[src/rtl/chg_pkg.sv]
// Constants and types shared by the charger control register bank.
package chg_pkg;

  // ----------------------------------------------------------------
  // Register addresses
  // ----------------------------------------------------------------
  localparam logic [7:0] CHG_CONFIG_ADDR = 8'h01;
  localparam logic [7:0] CHG_FLOAT_ADDR = 8'h02;
  localparam logic [7:0] CHG_ID_ADDR = 8'h03;
  localparam logic [7:0] CHG_ID_ALIAS_ADDR = 8'h3b;
  localparam logic [7:0] CHG_CURRENT_ADDR = 8'h04;

  // ----------------------------------------------------------------
  // Reset values
  // ----------------------------------------------------------------
  localparam logic [7:0] CHG_CONFIG_RESET = 8'h30;
  localparam logic [7:0] CHG_FLOAT_RESET = 8'h0a;
  localparam logic [7:0] CHG_CURRENT_RESET = 8'h89;
  localparam logic [7:0] CHG_UNMAPPED_READ = 8'h00;

  // ----------------------------------------------------------------
  // Field positions
  // ----------------------------------------------------------------
  localparam int CHG_INCAP_LSB = 6;
  localparam int CHG_WEAK_LSB = 4;
  localparam int CHG_CUTOFF_BIT = 3;
  localparam int CHG_DISABLE_BIT = 2;
  localparam int CHG_HIZ_BIT = 1;
  localparam int CHG_BOOST_BIT = 0;
  localparam int CHG_FLOAT_LSB = 2;
  localparam int CHG_OTG_POL_BIT = 1;
  localparam int CHG_OTG_EN_BIT = 0;
  localparam int CHG_SUPPLIER_LSB = 5;
  localparam int CHG_VARIANT_LSB = 3;
  localparam int CHG_REVISION_LSB = 0;
  localparam int CHG_PARAM_RESET_BIT = 7;
  localparam int CHG_MAXCUR_LSB = 4;
  localparam int CHG_RESERVED_BIT = 3;
  localparam int CHG_CUTCUR_LSB = 0;

  // ----------------------------------------------------------------
  // Bus constants
  // ----------------------------------------------------------------
  localparam logic [6:0] CHG_SLAVE_ADDR = 7'h6b;
  // Arbitrary neutral identity values.
  localparam logic [2:0] CHG_SUPPLIER_CODE = 3'h2;
  localparam logic [1:0] CHG_VARIANT_CODE = 2'h0;
  localparam logic [2:0] CHG_REVISION_CODE = 3'h0;
  localparam logic [3:0] CHG_BYTE_BITS = 4'h8;

  typedef enum logic [3:0] {
    CHG_IDLE,
    CHG_DEV_ADDR,
    CHG_DEV_ACK,
    CHG_REG_ADDR,
    CHG_REG_ACK,
    CHG_WR_DATA,
    CHG_WR_ACK,
    CHG_RD_DATA,
    CHG_RD_ACK
  } chg_bus_state_t;

endpackage : chg_pkg

[src/rtl/chg_line_if.sv]
// Filtered two-wire bus levels passed from the pin filter to the register bank.
`timescale 1ns/1ps
`default_nettype none
interface chg_line_if;
  logic [1:0] level;

  modport filt (
    output level
  );
  modport core (
    input level
  );
endinterface : chg_line_if
`default_nettype wire

[src/rtl/chg_pin_sync.sv]
// Three-stage synchroniser and agreement filter for asynchronous pin levels.
`timescale 1ns/1ps
`default_nettype none
module chg_pin_sync #(
  parameter int WIDTH = 2
) (
  input wire logic mclk,
  input wire logic srst,
  input wire logic [WIDTH-1:0] pins,
  chg_line_if.filt lines
);
  import chg_pkg::*;

  typedef struct packed {
    logic [WIDTH-1:0] s1;
    logic [WIDTH-1:0] s2;
    logic [WIDTH-1:0] s3;
    logic [WIDTH-1:0] level;
  } chg_sync_t;

  chg_sync_t r;
  chg_sync_t next_r;

  // A change is accepted only once the second and third stages agree, so
  // a single-sample glitch never reaches the bus logic.
  always_comb begin
    next_r = r;
    next_r.s1 = pins;
    next_r.s2 = r.s1;
    next_r.s3 = r.s2;
    for (int i = 0; i < WIDTH; i++) begin
      if (r.s2[i] == r.s3[i]) begin
        next_r.level[i] = r.s2[i];
      end
    end
  end

  // Idle bus lines are high, so every stage resets high.
  always_ff @(posedge mclk) begin
    if (srst) begin
      r <= '{s1: '1, s2: '1, s3: '1, level: '1};
    end else begin
      r <= next_r;
    end
  end

  assign lines.level = r.level;
endmodule : chg_pin_sync
`default_nettype wire

[src/rtl/chg_ctrl_regs.sv]
// Two-wire serial slave holding the charger configuration, float voltage, identity and current.
`timescale 1ns/1ps
`default_nettype none
// Overview of operation
// - The charger configuration register at 0x01 resets to 0x30.
// - Configuration bits 7:6 are a read-write input current cap code.
// - Configuration bits 5:4 are a read-write weak-battery threshold code from 3.4 V to 3.7 V.
// - Configuration bit 3 is read-write and turns automatic end-of-charge cutoff on or off.
// - The float-voltage register at 0x02 resets to 0x0a.
// - Float-voltage bits 7:2 are a read-write float voltage code resetting to 000010.
// - The chip identity register reads the same at address 0x03 and at 0x3b.
// - Identity bits 7:5 are a fixed read-only supplier code.
// - Identity bits 4:3 are read-only part-variant bits.
// - Identity bits 2:0 are a read-only silicon revision minor number.
// - The charge-current register at 0x04 resets to 0x89.
// - Writing 1 to charge-current bit 7 returns all charge parameter registers to defaults.
// - The parameter-reset bit always reads back as 1.
// - Charge-current bits 6:4 are a read-write maximum charge current code.
// - Charge-current bits 2:0 are a read-write termination current code.
// - Register addresses and data travel over the two-wire bus most significant bit first.
module chg_ctrl_regs (
  input wire logic mclk,
  input wire logic srst,
  input wire logic scl_in,
  input wire logic sda_in,
  output logic sda_out,
  output logic sda_oe,
  output logic [1:0] input_current_cap,
  output logic [1:0] weak_battery_level,
  output logic end_of_charge_cutoff_on,
  output logic charger_disable,
  output logic high_impedance_mode,
  output logic boost_mode,
  output logic [5:0] float_voltage_code,
  output logic otg_active_high,
  output logic otg_pin_enable,
  output logic [2:0] max_charge_current_code,
  output logic [2:0] cutoff_current_code
);
  import chg_pkg::*;

  // ----------------------------------------------------------------
  // Pin filtering
  // ----------------------------------------------------------------
  chg_line_if lines ();

  chg_pin_sync #(
    .WIDTH(2)
  ) u_pin_sync (
    .mclk(mclk),
    .srst(srst),
    .pins({scl_in, sda_in}),
    .lines(lines)
  );

  logic scl;
  logic sda;
  assign scl = lines.level[1];
  assign sda = lines.level[0];

  // ----------------------------------------------------------------
  // State
  // ----------------------------------------------------------------
  typedef struct packed {
    chg_bus_state_t st;
    logic [3:0] bit_cnt;
    logic [7:0] shreg;
    logic [7:0] ptr;
    logic rw;
    logic master_ack;
    logic drive_low;
    logic scl_q;
    logic sda_q;
    logic [7:0] charger_config_reg;
    logic [7:0] float_voltage_ctrl;
    logic [2:0] max_cur;
    logic [2:0] cut_cur;
  } chg_state_t;

  localparam chg_state_t CHG_STATE_RESET = '{
    st: CHG_IDLE,
    bit_cnt: 4'h0,
    shreg: 8'h00,
    ptr: 8'h00,
    rw: 1'b0,
    master_ack: 1'b0,
    drive_low: 1'b0,
    scl_q: 1'b1,
    sda_q: 1'b1,
    charger_config_reg: CHG_CONFIG_RESET,
    float_voltage_ctrl: CHG_FLOAT_RESET,
    max_cur: CHG_CURRENT_RESET[CHG_MAXCUR_LSB +: 3],
    cut_cur: CHG_CURRENT_RESET[CHG_CUTCUR_LSB +: 3]
  };

  chg_state_t r;
  chg_state_t next_r;

  // ----------------------------------------------------------------
  // Register read mux
  // ----------------------------------------------------------------
  function automatic logic [7:0] read_value(input chg_state_t s);
    logic [7:0] v;
    v = CHG_UNMAPPED_READ;
    if (s.ptr == CHG_CONFIG_ADDR) begin
      v = s.charger_config_reg;
    end else if (s.ptr == CHG_FLOAT_ADDR) begin
      v = s.float_voltage_ctrl;
    end else if (s.ptr == CHG_ID_ADDR || s.ptr == CHG_ID_ALIAS_ADDR) begin
      v[CHG_SUPPLIER_LSB +: 3] = CHG_SUPPLIER_CODE;
      v[CHG_VARIANT_LSB +: 2] = CHG_VARIANT_CODE;
      v[CHG_REVISION_LSB +: 3] = CHG_REVISION_CODE;
    end else if (s.ptr == CHG_CURRENT_ADDR) begin
      v[CHG_PARAM_RESET_BIT] = 1'b1;
      v[CHG_MAXCUR_LSB +: 3] = s.max_cur;
      // The unused bit keeps its default of 1.
      v[CHG_RESERVED_BIT] = CHG_CURRENT_RESET[CHG_RESERVED_BIT];
      v[CHG_CUTCUR_LSB +: 3] = s.cut_cur;
    end
    return v;
  endfunction : read_value

  // ----------------------------------------------------------------
  // Bus sequencing and register writes
  // ----------------------------------------------------------------
  logic scl_rise;
  logic scl_fall;
  logic start_seen;
  logic stop_seen;
  logic [7:0] rd_byte;

  assign scl_rise = scl && !r.scl_q;
  assign scl_fall = !scl && r.scl_q;
  assign start_seen = scl && r.scl_q && r.sda_q && !sda;
  assign stop_seen = scl && r.scl_q && !r.sda_q && sda;
  assign rd_byte = read_value(r);

  always_comb begin
    next_r = r;
    next_r.scl_q = scl;
    next_r.sda_q = sda;
    if (start_seen) begin
      // A repeated start keeps the register pointer for the read that follows.
      next_r.st = CHG_DEV_ADDR;
      next_r.bit_cnt = 4'h0;
      next_r.drive_low = 1'b0;
    end else if (stop_seen) begin
      next_r.st = CHG_IDLE;
      next_r.drive_low = 1'b0;
    end else begin
      case (r.st)
        CHG_IDLE: begin
          next_r.drive_low = 1'b0;
        end
        CHG_DEV_ADDR, CHG_REG_ADDR, CHG_WR_DATA: begin
          if (scl_rise) begin
            next_r.shreg = {r.shreg[6:0], sda};
            next_r.bit_cnt = r.bit_cnt + 4'h1;
          end else if (scl_fall && r.bit_cnt == CHG_BYTE_BITS) begin
            next_r.bit_cnt = 4'h0;
            if (r.st == CHG_DEV_ADDR) begin
              if (r.shreg[7:1] == CHG_SLAVE_ADDR) begin
                next_r.rw = r.shreg[0];
                next_r.drive_low = 1'b1;
                next_r.st = CHG_DEV_ACK;
              end else begin
                next_r.st = CHG_IDLE;
              end
            end else if (r.st == CHG_REG_ADDR) begin
              next_r.ptr = r.shreg;
              next_r.drive_low = 1'b1;
              next_r.st = CHG_REG_ACK;
            end else begin
              next_r.drive_low = 1'b1;
              next_r.st = CHG_WR_ACK;
              next_r.ptr = r.ptr + 8'h01;
              if (r.ptr == CHG_CONFIG_ADDR) begin
                next_r.charger_config_reg = r.shreg;
              end else if (r.ptr == CHG_FLOAT_ADDR) begin
                next_r.float_voltage_ctrl = r.shreg;
              end else if (r.ptr == CHG_CURRENT_ADDR) begin
                if (r.shreg[CHG_PARAM_RESET_BIT]) begin
                  // The reset wins over the rest of the same byte.
                  next_r.charger_config_reg = CHG_CONFIG_RESET;
                  next_r.float_voltage_ctrl = CHG_FLOAT_RESET;
                  next_r.max_cur = CHG_CURRENT_RESET[CHG_MAXCUR_LSB +: 3];
                  next_r.cut_cur = CHG_CURRENT_RESET[CHG_CUTCUR_LSB +: 3];
                end else begin
                  next_r.max_cur = r.shreg[CHG_MAXCUR_LSB +: 3];
                  next_r.cut_cur = r.shreg[CHG_CUTCUR_LSB +: 3];
                end
              end
              // Identity and unmapped addresses take the acknowledge but store nothing.
            end
          end
        end
        CHG_DEV_ACK: begin
          if (scl_fall) begin
            next_r.bit_cnt = 4'h0;
            if (r.rw) begin
              next_r.shreg = rd_byte;
              next_r.drive_low = !rd_byte[7];
              next_r.st = CHG_RD_DATA;
            end else begin
              next_r.drive_low = 1'b0;
              next_r.st = CHG_REG_ADDR;
            end
          end
        end
        CHG_REG_ACK, CHG_WR_ACK: begin
          if (scl_fall) begin
            next_r.drive_low = 1'b0;
            next_r.bit_cnt = 4'h0;
            next_r.st = CHG_WR_DATA;
          end
        end
        CHG_RD_DATA: begin
          if (scl_fall) begin
            next_r.bit_cnt = r.bit_cnt + 4'h1;
            next_r.shreg = {r.shreg[6:0], 1'b0};
            if (r.bit_cnt == CHG_BYTE_BITS - 4'h1) begin
              next_r.drive_low = 1'b0;
              next_r.ptr = r.ptr + 8'h01;
              next_r.st = CHG_RD_ACK;
            end else begin
              next_r.drive_low = !r.shreg[6];
            end
          end
        end
        CHG_RD_ACK: begin
          if (scl_rise) begin
            next_r.master_ack = !sda;
          end else if (scl_fall) begin
            next_r.bit_cnt = 4'h0;
            if (r.master_ack) begin
              next_r.shreg = rd_byte;
              next_r.drive_low = !rd_byte[7];
              next_r.st = CHG_RD_DATA;
            end else begin
              // A refused byte ends the read; wait for the stop.
              next_r.st = CHG_IDLE;
            end
          end
        end
        default: begin
          next_r.st = CHG_IDLE;
          next_r.drive_low = 1'b0;
        end
      endcase
    end
  end

  always_ff @(posedge mclk) begin
    if (srst) begin
      r <= CHG_STATE_RESET;
    end else begin
      r <= next_r;
    end
  end

  // ----------------------------------------------------------------
  // Outputs
  // ----------------------------------------------------------------
  // The line is open drain: it only ever pulls low.
  assign sda_out = 1'b0;
  assign sda_oe = r.drive_low;
  assign input_current_cap = r.charger_config_reg[CHG_INCAP_LSB +: 2];
  assign weak_battery_level = r.charger_config_reg[CHG_WEAK_LSB +: 2];
  assign end_of_charge_cutoff_on = r.charger_config_reg[CHG_CUTOFF_BIT];
  assign charger_disable = r.charger_config_reg[CHG_DISABLE_BIT];
  assign high_impedance_mode = r.charger_config_reg[CHG_HIZ_BIT];
  assign boost_mode = r.charger_config_reg[CHG_BOOST_BIT];
  assign float_voltage_code = r.float_voltage_ctrl[CHG_FLOAT_LSB +: 6];
  assign otg_active_high = r.float_voltage_ctrl[CHG_OTG_POL_BIT];
  assign otg_pin_enable = r.float_voltage_ctrl[CHG_OTG_EN_BIT];
  assign max_charge_current_code = r.max_cur;
  assign cutoff_current_code = r.cut_cur;
endmodule : chg_ctrl_regs
`default_nettype wire

[config.mk]
export PLATFORM = sky130hd
export DESIGN_NAME = chg_ctrl_regs
export DESIGN_NICKNAME = d
export VERILOG_FILES = /design/src/rtl/chg_pkg.sv /design/src/rtl/chg_line_if.sv /design/src/rtl/chg_pin_sync.sv /design/src/rtl/chg_ctrl_regs.sv
export SDC_FILE = /design/constraint.sdc
export NUM_CORES = 1
export LEC_CHECK = 0
export ABC_AREA = 1
export BUFFER_PORTS_ARGS = -buffer_cell sky130_fd_sc_hd__buf_2
export CAP_MARGIN = 20
export CORE_MARGIN = 2
export CORE_UTILIZATION = 55
export DETAILED_ROUTE_END_ITERATION = 12
export GPL_TIMING_DRIVEN = 0
export PLACE_DENSITY = 0.77
export REMOVE_ABC_BUFFERS = 1
export SLEW_MARGIN = 20
export SYNTH_ARGS = -nofsm -noshare
export SYNTH_HDL_FRONTEND = slang
export SYNTH_SLANG_ARGS = --single-unit
[constraint.sdc]
create_clock -name mclk -period 3.35 [get_ports mclk]
set_input_delay 0.5025 -clock mclk [delete_from_list [all_inputs] [get_ports mclk]]
set_output_delay 0.5025 -clock mclk [all_outputs]
set_load 0.05 [all_outputs]
==> reports/results.tsv <==
metric	value	unit
overflow	0	
setup.worst_path.start_class	register	
finalMaxSlewViolations	0	
tns	0	ps
fillers	648	
fmax	368	MHz
clock_latency	340	ps
leakagePower	0.00182	µW
first_iter_violations	253	
wl_per_cell	13.7	µm
seq_area_frac_synth	32.8	%
core	6350	µm²
final_util	59.7	%
tritoncts	yes	
post_dp_cell_area	3630	µm²
worstSetupPathType	register to register	
syn_inst	587	
ys_types	33	
first_global_vias	3250	
ir_worst_vdd	347	µV
io_buffers	26	
die_x	84.9	µm
rsz0062_at_grt	false	
critPathRequiredTime	3620	ps
dieArea	7210	µm²
hold_buffers	0	
grt_max_degree	33	
netlist_area	3600	µm²
cts-root-buf	clkbuf_8	
ys_seq_elements	59	
setup_violations	0	
drtAntennaViolNets	0	
post_cts_resized	0	
fin_worst_skew	7.02	ps
synth_area_leaders	dfxtp_1 33%, nand2_1 17%, nor2_1 9.9%, inv_1 6.3%, nand3_1 5.7%	
cp_max_fo	12	
cts_buffer_depth	2	
design_area	3790	µm²
vias_per_cell	5.51	
drt_wl_total	9.19	mm
cts-buffers-inserted	9	
worst_slack	636	ps
path_clk_slew	70	ps
finalHoldViolCount	0	
cts.sinks	59	
power_density	562	nW/µm²
antenna_found_initial	0	
finalNetCount	602	
postCtsSetupRepairBufs	0	
n_antenna_cell	0	
yosys_warnings	0	
worst_pin_slew	895	ps
layout_min_cycle_time	2710	ps
min_period_over_period	81.0	%
dpl.hpwl	6.68	mm
syn_to_final_growth	5.28	%
drive_gt1_share	10.4	%
cap_viol_max_count	0	
grt_first_pass_wirelength	15.2	mm
drc	0	
h-tree-depth	3	
initial_core_util	56.7	%
preCtsSetupSlack	752	ps
crit_path_end_kind	register	
grt_use_total	26.3	%
dr_total_vias	3711	
std_cell_rows	29	
gp_congestion	0.892	
yosys.area.top_type_share	32.8	%
arrival	2990	ps
ioPinCount	28	
drt_first_pass_iters	5	
die_y	84.9	µm
syn_area_per_cell	6.14	µm²
slew_headroom	40.3	%
outcome	completed	
synth_largest_area_cell	dfxtp_1	
hp-class	primary input to register	
[layer usage]
metal | global-route usage [%] | vias to the layer above | wire (µm) | share of wire [%]
li1 | - | 1855 | - | -
met4 | 8.08 | 0 | 170 | 1.8
met5 | 0 | - | 0 | 0
met2 | 38.9 | 142 | 4090 | 45
met1 | 38.0 | 1695 | 4190 | 46
met3 | 6.32 | 19 | 743 | 8.1
[sequential cells by signal, indices dropped and copies added, names as in the netlist]
signal	cells
cutoff_current_code	3
max_charge_current_code	3
end_of_charge_cutoff_on	1
sda_oe	1
r	28
u_pin_sync.next_r	4
u_pin_sync.lines.level	2
u_pin_sync.r	2
boost_mode	1
input_current_cap	2
weak_battery_level	2
float_voltage_code	6
charger_disable	1
high_impedance_mode	1
otg_pin_enable	1
otg_active_high	1
[cells in the final DEF, fill, tap and decap left out, types with 6 or more instances in the layout]
cell	n
a21oi_1	37
buf_2	26
clkbuf_8	10
dfxtp_1	59
ha_1	6
inv_1	60
nand2_1	166
nand3_1	41
nand4_1	13
nor2_1	95
nor2_2	6
o21ai_0	38
[cell type report]
cell class	instances	area, µm²	share of cell area [%]
clock buffers	13	149	3.93
well taps	77	96.3	2.54
repair buffers	26	130	3.43
multi-input cells	431	1980	52.2
inverters	65	244	6.43
flip-flops and latches	59	1180	31.1
clock inverters	2	12.5	0.330
[cells by family after synthesis]
logic type / count (synthesis) / synth area share (%)
AOI/OAI and AO/OA: 83 / 11.8
xor gates and xnor gates: 4 / 0.973
adders and majority gates: 6 / 2.08
buffers and inverters: 97 / 12.3
DFF: 59 / 32.8
other: 1 / 0.104
and+or+nand+nor: 337 / 40.0
[critical path, stage by stage, from the launching register on]
cell and delay [ps]:
dfxtp_1 370, inv_1 110, ha_1 150, nand2_1 50, nor2_1 650, inv_1 330
o21ai_0 270, nand2_1 250, inv_1 270, nor2_1 60, nor2_1 130
[cells in the mapped netlist (all sizes together)]
master and n:
a22oi 1, nand3 43, dfxtp 59, o22ai 2, nand2 170, o211ai 1, xor2 3, nor2 102
o21ai 40, clkbuf 5, ha 6, nor3 4, inv 64, xnor2 1, nand4 13, and2 1
or2 4, buf 27, conb 1, a21oi 37, clkinv 1, a31oi 2
[where the power goes]
group	internal, µW	switching [µW]	total, µW
logic	210	474	684
registers	769	119	889
clock network	284	275	559
[worst paths after layout]
kind | start | slack, ps | to | cells past startpoint
worst max-delay path | r[27] | 640 | float_voltage_code[0] | 10
worst min-delay path | sda_in | 350 | u_pin_sync.next_r[4] | 2
worst max register to register | r[27] | 640 | float_voltage_code[0] | 10
worst min register to register | u_pin_sync.next_r[4] | 410 | u_pin_sync.next_r[2] | 1
[through the flow]
step | hold slack, ps | instances | total power (µW)
2_1_floorplan | 389 | 555 | 1390
3_3_place_gp | 397 | 658 | 1560
3_5_place_dp | 397 | 658 | 1570
4_1_cts | 338 | 673 | 2120
5_1_grt | 329 | 673 | 2280
6_report | 347 | 673 | 2130
Power figures use the tool's default switching activity.
